<file path="src/hbc_pkg.sv">
/*
  constants shared by the h-bridge configuration and status logic: frame
  layout, command codes, field positions and reset values.
  assumes nothing of its surroundings.
*/
`default_nettype none
package hbc_pkg;
  localparam int FRAME_BITS = 16;
  localparam int CMD_BITS   = 8;
  localparam int CNT_W      = 5;
  // serial commands, first byte of a frame
  localparam logic [7:0] CMD_RD_DIAG = 8'h00;
  localparam logic [7:0] CMD_RD_ID   = 8'h01;
  localparam logic [7:0] CMD_RD_REV  = 8'h02;
  localparam logic [7:0] CMD_RD_CFG  = 8'h03;
  localparam logic [7:0] CMD_RD_STC  = 8'h04;
  localparam logic [7:0] CMD_WR_CFG  = 8'h83;
  localparam logic [7:0] CMD_WR_STC  = 8'h84;
  // configuration fields
  localparam int CFG_MODE  = 7;
  localparam int CFG_SRC   = 6;
  localparam int CFG_SA    = 5;
  localparam int CFG_SB    = 4;
  localparam int CFG_IL_HI = 3;
  localparam int CFG_IL_LO = 2;
  localparam int CFG_RST_N = 1;
  localparam int CFG_EDGE  = 0;
  localparam logic [7:0] CFG_RESET = 8'hfa;
  localparam logic [7:0] CFG_FORCE = 8'h72;
  localparam logic [1:0] ILIM_LVL4 = 2'h3;
  localparam logic [1:0] ILIM_LVL3 = 2'h2;
  // supply test and status fields; bits 7:5 are stored
  localparam int STC_CLR_B = 4;
  localparam int STC_CLR_A = 3;
  localparam logic [2:0] STC_RESET = 3'h6;
  // fault report register
  localparam int DIAG_W = 7;
  localparam logic [6:0] DIAG_RESET = 7'h7f;
  localparam logic [6:0] DIAG_RD_SET = 7'h70;
  localparam logic [6:0] DIAG_A_SET  = 7'h03;
  localparam logic [6:0] DIAG_B_SET  = 7'h0c;
  // synchroniser lanes
  localparam int SY_N    = 10;
  localparam int SY_SCK  = 0;
  localparam int SY_CS_N = 1;
  localparam int SY_MOSI = 2;
  localparam int SY_PA   = 3;
  localparam int SY_PB   = 4;
  localparam int SY_EN   = 5;
  localparam int SY_DIS  = 6;
  localparam int SY_FLAG = 7;
  localparam int SY_UV   = 8;
  localparam int SY_OV   = 9;
  typedef enum logic [1:0] {
    FR_IDLE = 2'b00,
    FR_CMD  = 2'b01,
    FR_DATA = 2'b10,
    FR_DONE = 2'b11
  } hbc_frame_t;
endpackage
`default_nettype wire

</file>
<file path="src/hbc_regs.sv">
/*
  configuration, supply test/status and fault report registers of a serially
  programmed h-bridge driver, with the serial slave that reaches them.
  assumes: all pins are asynchronous to clk and slow against it (serial clock
  period at least 8 clk); srst is the logic-supply power-up reset.
*/
`default_nettype none
// How it works
// - cfg bit 7: bridge or single stages
// - cfg bit 6 picks pin or serial drive
// - bits 5/4 drive outputs when serial
// - bits 3:2 pick current level 1-4
// - writing 0 to bit 1 resets logic
// - power-up loads fa, d8, diagnosis ones
// - commanded reset equals power-up contents
// - enable pin edges set diagnosis ones
// - held off forces select, drives, reset
// - diagnosis read re-arms bits 6:4 only
// - clear-a zero sets diagnosis 1:0
// - clear-b zero sets diagnosis 3:2
// - clear bits always read as one
// - flag-only mode resets cfg, supply test
// - identifier and revision never reset
// - unlisted resets leave registers alone
// - supply test bit 7 selects test mode
// - bit 6 picks which threshold shifts
// - bit 5 latches overvoltage indication
// - status bit 2 shows enable pin
// - status bit 1 low in undervoltage
// - status bit 0 low in overvoltage
// - diagnosis flags are active low
module hbc_regs #(
  parameter logic [7:0] PART_ID  = 8'h5a, // arbitrary value
  parameter logic [7:0] REVISION = 8'h11  // arbitrary value
) (
  input  wire logic                       clk,
  input  wire logic                       srst,
  input  wire logic                       sclk,
  input  wire logic                       cs_n,
  input  wire logic                       mosi,
  output logic                            miso,
  output logic                            miso_oe,
  input  wire logic                       parallel_drive_a,
  input  wire logic                       parallel_drive_b,
  input  wire logic                       bridge_enable_pin_n,
  input  wire logic                       bridge_disable_pin,
  input  wire logic                       flag_only_mode,
  input  wire logic                       supply_under,
  input  wire logic                       supply_over,
  input  wire logic [hbc_pkg::DIAG_W-1:0] fault_event_n,
  output logic                            bridge_output_a,
  output logic                            bridge_output_b,
  output logic                            stage_enable,
  output logic                            hbridge_mode,
  output logic [1:0]                      ilim_level,
  output logic                            edge_rate_select,
  output logic                            threshold_test_off,
  output logic                            threshold_shift_dir,
  output logic                            commanded_logic_clear
);
  import hbc_pkg::*;

  logic [SY_N-1:0]       meta_q, sync_q, prev_q;
  hbc_frame_t            fr_q, fr_d;
  logic [CNT_W-1:0]      cnt_q;
  logic [FRAME_BITS-1:0] rx_q;
  logic [CMD_BITS-1:0]   cmd_q;
  logic [7:0]            tx_q, cfg_q, cfg_d;
  logic [2:0]            stc_q, stc_d;
  logic [DIAG_W-1:0]     diag_q, diag_d;
  logic                  ov_hold_q, miso_q, oe_q, out_a_q, out_b_q, en_q, mode_q;
  logic [1:0]            ilim_q;
  logic                  edge_q, tst_q, dir_q, clr_q;

  // every pin but srst and fault_event_n passes two flops; edges are found on the second stage only
  always_ff @(posedge clk) begin
    meta_q <= {supply_over, supply_under, flag_only_mode, bridge_disable_pin,
               bridge_enable_pin_n, parallel_drive_b, parallel_drive_a, mosi, cs_n, sclk};
    sync_q <= meta_q;
    prev_q <= sync_q;
  end

  wire sck_rise = sync_q[SY_SCK] & ~prev_q[SY_SCK];
  wire sck_fall = ~sync_q[SY_SCK] & prev_q[SY_SCK];
  wire cs_act   = ~sync_q[SY_CS_N];
  wire cs_start = cs_act & prev_q[SY_CS_N];
  wire en_edge  = (sync_q[SY_EN] ^ prev_q[SY_EN]) | (sync_q[SY_DIS] ^ prev_q[SY_DIS]);
  // stage is held off by a low enable pin or a high disable pin
  wire held_off = ~sync_q[SY_EN] | sync_q[SY_DIS];
  wire sf_mode  = sync_q[SY_FLAG];

  wire [7:0] rx_byte  = {rx_q[6:0], sync_q[SY_MOSI]};
  wire       last_bit = sck_rise & (cnt_q == CNT_W'(FRAME_BITS - 1));
  wire       cmd_bit  = sck_rise & (cnt_q == CNT_W'(CMD_BITS - 1));
  wire       done     = (fr_q == FR_DATA) & last_bit;
  wire       wr_cfg   = done & (cmd_q == CMD_WR_CFG);
  wire       wr_stc   = done & (cmd_q == CMD_WR_STC);
  wire       rd_diag  = done & (cmd_q == CMD_RD_DIAG);
  wire       cmd_clr  = wr_cfg & ~rx_byte[CFG_RST_N];

  // live status: enable pin, undervoltage, overvoltage (optionally latched)
  wire ov_seen = sync_q[SY_OV] | (stc_q[0] & ov_hold_q);
  wire [7:0] stc_rd  = {stc_q, 2'b11, sync_q[SY_EN], ~sync_q[SY_UV], ~ov_seen};
  wire [7:0] diag_rd = {~held_off, diag_q};

  function automatic logic [7:0] read_mux(input logic [7:0] c);
    unique case (c)
      CMD_RD_DIAG: read_mux = diag_rd;
      CMD_RD_ID:   read_mux = PART_ID;
      CMD_RD_REV:  read_mux = REVISION;
      CMD_RD_CFG:  read_mux = cfg_q;
      CMD_RD_STC:  read_mux = stc_rd;
      default:     read_mux = 8'h00;
    endcase
  endfunction

  // frame sequencing; a frame cut short by chip select is dropped
  always_comb begin
    fr_d = fr_q;
    unique case (fr_q)
      FR_IDLE: if (cs_start) fr_d = FR_CMD;
      FR_CMD:  if (!cs_act) fr_d = FR_IDLE; else if (cmd_bit) fr_d = FR_DATA;
      FR_DATA: if (!cs_act) fr_d = FR_IDLE; else if (last_bit) fr_d = FR_DONE;
      FR_DONE: if (!cs_act) fr_d = FR_IDLE;
    endcase
  end

  always_ff @(posedge clk) begin
    if (srst) begin
      fr_q  <= FR_IDLE;
      cnt_q <= '0;
      rx_q  <= '0;
      cmd_q <= '0;
      tx_q  <= '0;
      miso_q <= 1'b0;
      oe_q  <= 1'b0;
    end else begin
      fr_q <= fr_d;
      oe_q <= cs_act;
      if (cs_start) begin
        cnt_q <= '0;
        tx_q  <= '0;
        miso_q <= 1'b0;
      end else if (sck_rise && (fr_q == FR_CMD || fr_q == FR_DATA)) begin
        rx_q  <= {rx_q[FRAME_BITS-2:0], sync_q[SY_MOSI]};
        cnt_q <= cnt_q + CNT_W'(1);
        if (cmd_bit) begin
          cmd_q <= rx_byte;
          tx_q  <= read_mux(rx_byte);
        end
      end else if (sck_fall && fr_q == FR_DATA) begin
        miso_q <= tx_q[7];
        tx_q   <= {tx_q[6:0], 1'b0};
      end
    end
  end

  // configuration: resets first, then writes, then the held-off overlay
  always_comb begin
    cfg_d = cfg_q;
    if (cmd_clr || sf_mode) cfg_d = CFG_RESET;
    else if (wr_cfg) cfg_d = rx_byte;
    if (held_off) cfg_d = cfg_d | CFG_FORCE;
  end

  always_comb begin
    stc_d = stc_q;
    if (cmd_clr || sf_mode) stc_d = STC_RESET;
    else if (wr_stc) stc_d = rx_byte[7:5];
  end

  // a fault arriving with any clear still wins, so no event is lost
  always_comb begin
    diag_d = diag_q;
    if (cmd_clr || en_edge) diag_d = DIAG_RESET;
    else begin
      if (rd_diag) diag_d = diag_d | DIAG_RD_SET;
      if (wr_stc && !rx_byte[STC_CLR_A]) diag_d = diag_d | DIAG_A_SET;
      if (wr_stc && !rx_byte[STC_CLR_B]) diag_d = diag_d | DIAG_B_SET;
    end
    diag_d = diag_d & fault_event_n;
  end

  always_ff @(posedge clk) begin
    if (srst) begin
      cfg_q  <= CFG_RESET;
      stc_q  <= STC_RESET;
      diag_q <= DIAG_RESET;
      ov_hold_q <= 1'b0;
    end else begin
      cfg_q  <= cfg_d;
      stc_q  <= stc_d;
      diag_q <= diag_d;
      // an overvoltage seen in the clear cycle still latches
      ov_hold_q <= sync_q[SY_OV] | (ov_hold_q & ~cmd_clr);
    end
  end

  // single stages cannot run at level 4: they fall back to level 3
  wire [1:0] il_sel = {cfg_q[CFG_IL_HI], cfg_q[CFG_IL_LO]};
  wire [1:0] il_eff = (!cfg_q[CFG_MODE] && il_sel == ILIM_LVL4) ? ILIM_LVL3 : il_sel;

  always_ff @(posedge clk) begin
    if (srst) begin
      out_a_q <= 1'b0;
      out_b_q <= 1'b0;
      en_q    <= 1'b0;
      mode_q  <= CFG_RESET[CFG_MODE];
      ilim_q  <= ILIM_LVL3;
      edge_q  <= CFG_RESET[CFG_EDGE];
      tst_q   <= STC_RESET[2];
      dir_q   <= STC_RESET[1];
      clr_q   <= 1'b0;
    end else begin
      out_a_q <= cfg_q[CFG_SRC] ? sync_q[SY_PA] : cfg_q[CFG_SA];
      out_b_q <= cfg_q[CFG_SRC] ? sync_q[SY_PB] : cfg_q[CFG_SB];
      en_q    <= ~held_off;
      mode_q  <= cfg_q[CFG_MODE];
      ilim_q  <= il_eff;
      edge_q  <= cfg_q[CFG_EDGE];
      tst_q   <= stc_q[2];
      dir_q   <= stc_q[1];
      clr_q   <= cmd_clr;
    end
  end

  assign miso                  = miso_q;
  assign miso_oe               = oe_q;
  assign bridge_output_a       = out_a_q;
  assign bridge_output_b       = out_b_q;
  assign stage_enable          = en_q;
  assign hbridge_mode          = mode_q;
  assign ilim_level            = ilim_q;
  assign edge_rate_select      = edge_q;
  assign threshold_test_off    = tst_q;
  assign threshold_shift_dir   = dir_q;
  assign commanded_logic_clear = clr_q;
endmodule // hbc_regs
`default_nettype wire

</file>
<file path="config.mk">
export PLATFORM = sky130hd
export DESIGN_NAME = hbc_regs
export DESIGN_NICKNAME = d
export VERILOG_FILES = /design/src/hbc_pkg.sv /design/src/hbc_regs.sv
export SDC_FILE = /design/constraint.sdc
export NUM_CORES = 1
export LEC_CHECK = 0
export BUFFER_PORTS_ARGS = -buffer_cell sky130_fd_sc_hd__buf_2
export CAP_MARGIN = 30
export CORE_ASPECT_RATIO = 0.7
export CORE_UTILIZATION = 55
export DETAILED_ROUTE_END_ITERATION = 10
export PLACE_DENSITY = 0.84
export SLEW_MARGIN = 20
export SYNTH_ARGS = -nofsm -noshare
export SYNTH_HDL_FRONTEND = slang
export SYNTH_SLANG_ARGS = --single-unit
export TNS_END_PERCENT = 30
</file>
<file path="constraint.sdc">
create_clock -name clk -period 2.8 [get_ports clk]
set_input_delay 0.28 -clock clk [delete_from_list [all_inputs] [get_ports clk]]
set_output_delay 0.28 -clock clk [all_outputs]
set_load 0.1 [all_outputs]
</file>
==> flow_summary.yaml, run 1 <==
timing:
  rsz0062_at_grt: "no"
  tns_ns: 0
  max_freq_mhz: 418.7
  worst_pin_slew_ns: 0.7054
  max_slew_margin_pct: 52.87
  hold_violations: 0
  skew_ns: 0.008347
  fin_crit_sh_pct: 85.30
  period_minus_slack_ns: 2.388
  fin_hold_ws_ns: 0.02408
  setup_viol: 0
  slew_viol_final: 0
synthesis:
  synth-simple-area-share_pct: 18.58
  syn_inst: 330
  synth_top_family_by_area: "simple AND/OR/NAND/NOR gates"
  synth.yosys.warnings: 0
  yosys-mux-area-fraction_pct: 5.365
  synth.top_cell.area_share_pct: 53.65
  synth_seq_area_share_pct: 53.65
  synth-edff-count: 0
  synthAdderAreaFrac_pct: 2.761
  synthTopCellsByArea: "dfxtp_1 (54%), mux2i_1 (5.4%), a21oi_1 (3.8%)"
  netlist_area_um2: 3172
  synth-xor-area-share_pct: 1.381
  synth_most_common_cell: "dfxtp_1"
  ys.flop_type: "dfxtp_1"
  async_flop_share_pct: 0
  synth_area_per_cell_um2: 9.611
  syn_nets: 356
  synthTopCellsByCount: "dfxtp_1 (85), nor2_1 (31), nand2_1 (30)"
  synth_compound_area_share_pct: 14.91
  synth.distinct_cells: 47
  yosys.area.top_type: "dfxtp_1"
  ys_ff_latch: 85
setup_path:
  start_kind: "flip-flop"
  worstSetupEndpointType: "flip-flop"
  cp_max_fo: 8
  crit_end: "cfg_q[6]$_SDFFE_PP1P_"
  worstPathRequired_ns: 3.02
  r2r_start: "cnt_q[0]$_SDFFE_PP0P_"
  regToRegSetupSlack_ns: 0.41
  r2r-end: "cfg_q[6]$_SDFFE_PP1P_"
  startpoint: "cnt_q[0]$_SDFFE_PP0P_"
  path_class: "flip-flop to flip-flop"
  reg2reg_depth: 8
  cp_data_arrival_time_ns: 2.61
floorplan:
  floorplan.initialDensity_pct: 58.79
  core_region_area_um2: 5395
  die_h_um: 65.54
  die_x_um: 92.77
  rows: 22
  dieArea_um2: 6079
  io_pins: 31
clock_network:
  cts-resized-gates: 0
  cts_made_buffers: 9
  holdBufCountCts: 0
  root_buffer: "clkbuf_8"
  clock_latency_ns: 0.35
  cts_tree: "yes"
  clk_pin_slew_worst_paths_ns: 0.08
  clockBufferDepth: 2
  cts.sinks: 85
  h-tree-depth: 3
  cts_setup_buffers: 0
global_routing:
  grt_antenna_before_repair: 0
  gr-total-overflow: 0
  grt_usage_pct: 24.37
  grt_pass1_vias: 2275
  grt_max_degree: 35
  grt_pass1_wl_mm: 11.03
detailed_routing:
  dr.pass1.iters: 4
  first_iter_violations: 168
  drc_errors: 0
  num_vias: 2450
  ant_nets: 0
  drt-total-wl_mm: 6.627
  viasPerCell: 5.568
  avgRoutedWirePerCell_um: 15.06
finish:
  fin_util_pct: 66.44
  fillCellCount: 435
  fin_area_um2: 3585
  final_nets: 389
  syn_to_final_growth_pct: 13.02
  drive_gt1_share_pct: 16.30
  n_antenna_cell: 0
hold_path:
  hp-class: "input pin to flip-flop"
flow_run:
  max_cap_viol_count: 0
place:
  port-buffer-count: 30
  globalplace.congestion: 0.8849
  dp.final_hpwl_mm: 4.725
  dpl_cell_area_um2: 3373
power:
  total_power_mw: 2.353
  leakage_nw: 1.515
  powerDensity_nw_per_um2: 656.4
  vdd_drop_max_mv: 0.3762
run_status:
  status: "completed"
[cell families after synthesis]
group,count (synthesis)
DFF,85
xor gates and xnor gates,5
muxes,17
adders and majority gates,7
and+or+nand+nor,114
AOI/OAI and AO/OA,77
buffers and inverters,25
[flip-flops by register name, summed over array words and instances, names as in the netlist, 2 cells and up]
| register | count |
|---|---|
| meta_q | 10 |
| rx_q | 7 |
| diag_q | 7 |
| ilim_level | 2 |
| fr_q | 2 |
| cnt_q | 5 |
| tx_q | 8 |
| cfg_q | 8 |
| sync_q | 10 |
| stc_q | 3 |
| prev_q | 4 |
| cmd_q | 8 |
[layout make-up]
cell class / instances / area [µm²] / area share [%]
clock inverter: 6 / 63.81 / 1.780
clock buffer: 10 / 127.6 / 3.560
sequential: 85 / 1702 / 47.47
multi-input combinational: 220 / 1364 / 38.05
timing repair buffer: 35 / 192.7 / 5.375
inverter: 12 / 45.04 / 1.257
tap: 72 / 90.09 / 2.513
[power breakdown]
group	leakage, nW	total, mW	internal, mW	switching (mW)
combinational	0.724	0.243	0.0925	0.150
clock	0.0923	0.830	0.410	0.419
sequential	0.698	1.28	1.25	0.0302
total	1.51	2.35	1.75	0.600
[stage by stage]
| stage | std cells | worst slack [ns] |
|---|---|---|
| CTS | 438 | 0.4509 |
| detailed placement | 422 | 0.4659 |
| floorplan | 330 | 0.7675 |
| finish | 440 | 0.4116 |
| global route | 440 | 0.2428 |
| global placement | 422 | 0.5839 |
[worst min path at each step]
stage          slack, ns                 to                start  depth (start not counted)
2_1_floorplan       0.31  meta_q[0]$_DFF_P_                 sclk                          0
3_3_place_gp        0.31  sync_q[6]$_DFF_P_    meta_q[6]$_DFF_P_                          0
3_5_place_dp        0.31  sync_q[7]$_DFF_P_    meta_q[7]$_DFF_P_                          0
4_1_cts            0.004  meta_q[2]$_DFF_P_                 mosi                          1
5_1_grt            0.003  meta_q[5]$_DFF_P_  bridge_enable_pin_n                          1
6_report            0.02  meta_q[5]$_DFF_P_  bridge_enable_pin_n                          1
[layer usage]
layer | share of wire, % | up-vias | GRT usage (%)
met1 | 48 | 1118 | 32.32
met4 | 1.1 | 0 | 11.54
met3 | 9.6 | 8 | 8.333
li1 | - | 1211 | -
met2 | 41 | 113 | 35.57
met5 | 0 | - | 0
[critical path, cell delays in order (launching register included)]
cell and delay (ns):
dfxtp_1 0.37, ha_1 0.20, and3_1 0.17, ha_1 0.13, and3b_1 0.23, nand4_1 0.25, or3_1 0.60, mux2i_1 0.22
nand3_1 0.09
[placed cells by master, fill, tap and decap left out, types with 8 or more instances in the layout]
| cell | count |
|---|---|
| buf_2 | 30 |
| nand3_1 | 11 |
| nor2b_1 | 8 |
| o21ai_0 | 23 |
| mux2i_1 | 17 |
| inv_1 | 12 |
| clkbuf_8 | 9 |
| nand2_1 | 30 |
| dfxtp_1 | 85 |
| nor2_1 | 31 |
| a21oi_1 | 24 |
(Power assumes the default switching activity.)
==> inputs of run 2 (changes only) <==
--- a/config.mk
+++ b/config.mk
@@ -5,13 +5,12 @@
 export SDC_FILE = /design/constraint.sdc
 export NUM_CORES = 1
 export LEC_CHECK = 0
-export BUFFER_PORTS_ARGS = -buffer_cell sky130_fd_sc_hd__buf_2
+export BUFFER_PORTS_ARGS = -buffer_cell sky130_fd_sc_hd__clkbuf_2
 export CAP_MARGIN = 30
 export CORE_ASPECT_RATIO = 0.7
 export CORE_UTILIZATION = 55
 export DETAILED_ROUTE_END_ITERATION = 10
 export PLACE_DENSITY = 0.84
-export SLEW_MARGIN = 20
 export SYNTH_ARGS = -nofsm -noshare
 export SYNTH_HDL_FRONTEND = slang
 export SYNTH_SLANG_ARGS = --single-unit
==> run 2 against run 1 <==
Compared with the run above:
- via count is 0.57% lower
- register-to-register slack worse by 0.02 ns
- clock skew hardly changed
- clock-buffer cell count is 2 higher
- sequential power hardly changed
- critical path depth stayed put
- worst hold slack worse by 0.0016 ns
- largest cell class unchanged
==> flow_summary.yaml, run 2 (synthesized netlist as in run 1, its figures left out) <==
floorplan:
  core_region_area_um2: 5395
  io_pins: 31
  die_h_um: 65.54
  dieArea_um2: 6079
  floorplan.initialDensity_pct: 58.79
  rows: 22
  die_x_um: 92.77
timing:
  fin_crit_sh_pct: 85.94
  skew_ns: 0.008670
  hold_violations: 0
  period_minus_slack_ns: 2.406
  worst_pin_slew_ns: 0.7030
  setup_viol: 0
  max_freq_mhz: 415.6
  tns_ns: 0
  slew_viol_final: 0
  max_slew_margin_pct: 53.04
  setup_ws_ns: 0.3936
  rsz0062_at_grt: "no"
clock_network:
  clock_latency_ns: 0.35
  cts_made_buffers: 9
  holdBufCountCts: 0
  cts_tree: "yes"
  clockBufferDepth: 2
  clk_pin_slew_worst_paths_ns: 0.08
  root_buffer: "clkbuf_8"
  cts-resized-gates: 0
  h-tree-depth: 3
  cts.sinks: 85
  cts_setup_buffers: 0
place:
  port-buffer-count: 30
  globalplace.congestion: 0.8713
  place_ws_ns: 0.4309
  dpl_cell_area_um2: 3373
  dp.final_hpwl_mm: 4.715
finish:
  layout_commonest_cell: "dfxtp_1"
  final_nets: 387
  n_antenna_cell: 0
  reg.largest.list: "meta_q x10, sync_q x10"
  fin_area_um2: 3566
  syn_to_final_growth_pct: 12.43
  final_cell_mix: "dfxtp_1 (85), nor2_1 (31), nand2_1 (30), clkbuf_2 (30), a21oi_1 (24)"
  drive_gt1_share_pct: 16.12
  fillCellCount: 456
detailed_routing:
  drc_errors: 0
  viasPerCell: 5.562
  num_vias: 2436
  dr.pass1.iters: 4
  first_iter_violations: 209
  drt-total-wl_mm: 6.558
  ant_nets: 0
  avgRoutedWirePerCell_um: 14.97
setup_path:
  path_class: "flip-flop to flip-flop"
  cp_data_arrival_time_ns: 2.62
  cp_max_fo: 8
  start_kind: "flip-flop"
  worstSetupEndpointType: "flip-flop"
  regToRegSetupSlack_ns: 0.39
  reg2reg_depth: 8
  worstPathRequired_ns: 3.01
power:
  powerDensity_nw_per_um2: 659.8
  vdd_drop_max_mv: 0.4112
  leakage_nw: 1.515
global_routing:
  grt_max_degree: 22
  gr-total-overflow: 0
  grt_usage_pct: 23.67
  grt_pass1_wl_mm: 10.77
  grt_pass1_vias: 2286
  grt_antenna_before_repair: 0
flow_run:
  max_cap_viol_count: 0
hold_path:
  holdPathStages: 1
  hp-class: "input pin to flip-flop"
run_status:
  status: "completed"
[run 2: cell types whose count changed in the layout (fill, tap and decap cells not counted), sizes merged]
cell and change:
buf -30, clkinvlp -1, clkbuf +32, clkinv -1, dlygate4sd3 -2
[run 2: layer usage]
metal	share of wire (%)	global-route usage, %
met5	0	0
met3	9.2	8.449
met4	1.8	8.654
met2	42	35.11
met1	47	31.69
[run 2: cell type report]
cell class	count	area, µm²	share of cell area, %
repair buffers	33	172.7	4.842
well taps	72	90.09	2.526
multi-input cells	220	1364	38.25
inverters	12	45.04	1.263
clock buffers	12	145.1	4.070
clock inverters	4	47.55	1.333
flip-flops and latches	85	1702	47.72
[run 2: worst max-delay path, stage by stage (launching register included)]
cell and delay, ns:
dfxtp_1 0.38, ha_1 0.20, and3_1 0.17, ha_1 0.14, and3b_1 0.24, nand4_1 0.24
or3_1 0.58, mux2i_1 0.23, nand3_1 0.09
[run 2: final timing paths]
check,startpoint,end
min reg2reg,meta_q[9]$_DFF_P_,sync_q[9]$_DFF_P_
max reg2reg,cnt_q[0]$_SDFFE_PP0P_,cfg_q[6]$_SDFFE_PP1P_
max,cnt_q[0]$_SDFFE_PP0P_,cfg_q[6]$_SDFFE_PP1P_
min,bridge_enable_pin_n,meta_q[5]$_DFF_P_
[run 2: per-stage QoR]
| stage | total power, mW | util [%] | hold WS [ns] | cells |
|---|---|---|---|---|
| 6_report | 2.353 | 66.09 | 0.02250 | 438 |
| 2_1_floorplan | 1.476 | - | 0.3077 | 330 |
| 3_3_place_gp | 1.532 | 62.52 | 0.3104 | 422 |
| 5_1_grt | 2.457 | 66.09 | 0.003706 | 438 |
| 4_1_cts | 2.364 | 66.09 | 0.01102 | 438 |
| 3_5_place_dp | 1.541 | 62.52 | 0.3121 | 422 |
[run 2: where the power goes]
group,internal [mW],switching [mW]
sequential,1.25,0.0302
combinational,0.0910,0.146
clock,0.434,0.401
total,1.78,0.577
==> inputs of run 3 (changes only) <==
--- a/config.mk
+++ b/config.mk
@@ -11,6 +11,7 @@
 export CORE_UTILIZATION = 55
 export DETAILED_ROUTE_END_ITERATION = 10
 export PLACE_DENSITY = 0.84
+export REMOVE_ABC_BUFFERS = 1
 export SYNTH_ARGS = -nofsm -noshare
 export SYNTH_HDL_FRONTEND = slang
 export SYNTH_SLANG_ARGS = --single-unit
==> run 3 against run 2 <==
Compared with the run above:
- via count increased by 3.4%
- first-iteration DRC count increased by 37%
- global-route usage increased by 1.8 points
- clock-buffer cell count decreased by 3
- die area unchanged
- sequential share of layout area decreased by 1.5 points
- utilization increased by 2.2 points
- fmax about the same
- critical path type unchanged
- critical endpoint is now cfg_q[5]$_SDFFE_PP1P_
==> flow_summary.yaml, run 3 (synthesized netlist as in run 1, its figures left out) <==
detailed_routing:
  num_vias: 2519
  drc_errors: 0
  avgRoutedWirePerCell_um: 15.54
  ant_nets: 0
  first_iter_violations: 287
  viasPerCell: 5.585
  drt-total-wl_mm: 7.009
  dr.pass1.iters: 5
setup_path:
  worstSetupEndpointType: "flip-flop"
  r2r-end: "cfg_q[5]$_SDFFE_PP1P_"
  crit_end: "cfg_q[5]$_SDFFE_PP1P_"
  reg2reg_depth: 8
  worstPathRequired_ns: 3.03
  startpoint: "cnt_q[0]$_SDFFE_PP0P_"
  cp_max_fo: 8
  regToRegSetupSlack_ns: 0.39
  cp_data_arrival_time_ns: 2.64
  r2r_start: "cnt_q[0]$_SDFFE_PP0P_"
  path_class: "flip-flop to flip-flop"
  start_kind: "flip-flop"
floorplan:
  floorplan.initialDensity_pct: 58.79
  core_region_area_um2: 5395
  die_h_um: 65.54
  io_pins: 31
  rows: 22
  dieArea_um2: 6079
  die_x_um: 92.77
finish:
  drive_gt1_share_pct: 16.89
  syn_to_final_growth_pct: 16.09
  fin_area_um2: 3682
  final_cell_mix: "dfxtp_1 (85), nor2_1 (31), nand2_1 (30), clkbuf_2 (30), a21oi_1 (24)"
  reg.largest.list: "meta_q x10, sync_q x10"
  final_nets: 400
  n_antenna_cell: 0
  layout_commonest_cell: "dfxtp_1"
place:
  dp.final_hpwl_mm: 4.973
  globalplace.congestion: 0.8839
  port-buffer-count: 30
  dpl_cell_area_um2: 3396
global_routing:
  grt_pass1_vias: 2381
  grt_max_degree: 24
  grt_pass1_wl_mm: 11.47
  grt_antenna_before_repair: 0
  gr-total-overflow: 0
  grt_usage_pct: 25.52
timing:
  max_freq_mhz: 415.4
  tns_ns: 0
  hold_violations: 0
  setup_viol: 0
  slew_viol_final: 0
  skew_ns: 0.009862
  fin_crit_sh_pct: 85.97
  period_minus_slack_ns: 2.407
  rsz0062_at_grt: "no"
  worst_pin_slew_ns: 0.6851
  max_slew_margin_pct: 53.94
clock_network:
  cts_tree: "yes"
  holdBufCountCts: 6
  h-tree-depth: 3
  cts.sinks: 85
  cts-resized-gates: 0
  root_buffer: "clkbuf_8"
  clockBufferDepth: 2
  clock_latency_ns: 0.37
  cts_made_buffers: 9
  cts_setup_buffers: 0
  clk_pin_slew_worst_paths_ns: 0.09
power:
  vdd_drop_max_mv: 0.4643
  powerDensity_nw_per_um2: 635.8
  leakage_nw: 1.568
hold_path:
  hp-class: "input pin to flip-flop"
run_status:
  status: "completed"
flow_run:
  max_cap_viol_count: 0
## run 3: cell count changes in the layout (fill, tap and decap cells not counted), sizes merged
cell	delta
inv	+5
clkinv	-1
bufinv	-1
buf	+3
clkbuf	-3
dlygate4sd3	+10
## run 3: final cells by class
class / count / area, µm²
tap: 72 / 90.09
clock buffer: 9 / 123.9
sequential: 85 / 1702
multi-input combinational: 220 / 1364
fill: 430 / 1713
clock inverter: 7 / 62.56
inverter: 12 / 45.04
timing repair buffer: 46 / 295.3
## run 3: layer usage
metal / GRT usage (%) / vias to the layer above / routed length (µm) / share of wire [%]
li1: - / 1234 / - / -
met1: 33.55 / 1170 / 3228 / 46
met2: 37.87 / 99 / 3007 / 43
met3: 10.88 / 16 / 674 / 9.6
met4: 8.077 / 0 / 99 / 1.4
met5: 0 / - / 0 / 0
## run 3: critical path, cell delays in order, from the launching register on
cell	delay, ns
dfxtp_1	0.37
ha_1	0.20
and3_1	0.16
ha_1	0.15
and3b_1	0.25
nand4_1	0.23
or3_1	0.58
mux2i_1	0.25
nand3_1	0.09
## run 3: stage by stage
step | util [%] | hold slack [ns] | setup slack, ns | power, mW | instances
3_3_place_gp | 62.94 | 0.3100 | 0.5482 | 1.536 | 425
6_report | 68.25 | 0.1392 | 0.3929 | 2.341 | 451
4_1_cts | 67.51 | 0.0004126 | 0.3670 | 2.345 | 447
2_1_floorplan | - | 0.3077 | 0.7275 | 1.465 | 317
3_5_place_dp | 62.94 | 0.3121 | 0.4200 | 1.548 | 425
5_1_grt | 68.25 | 0.1182 | 0.1431 | 2.444 | 451
## run 3: worst min path at each step
stage | from | cells after the start | slack (ns) | to
final | fault_event_n[1] | 2 | 0.14 | diag_q[1]$_SDFF_PP1_
after CTS | cs_n | 1 | 0.0004 | meta_q[1]$_DFF_P_
after global placement | meta_q[6]$_DFF_P_ | 0 | 0.31 | sync_q[6]$_DFF_P_
after global routing | fault_event_n[1] | 2 | 0.12 | diag_q[1]$_SDFF_PP1_
after floorplan | sclk | 0 | 0.31 | meta_q[0]$_DFF_P_
after detailed placement | meta_q[8]$_DFF_P_ | 0 | 0.31 | sync_q[8]$_DFF_P_
## run 3: power breakdown
part	switching [mW]	internal [mW]	leakage (nW)
Sequential	0.0284	1.25	0.698
Combinational	0.152	0.104	0.777
Clock	0.464	0.342	0.0931
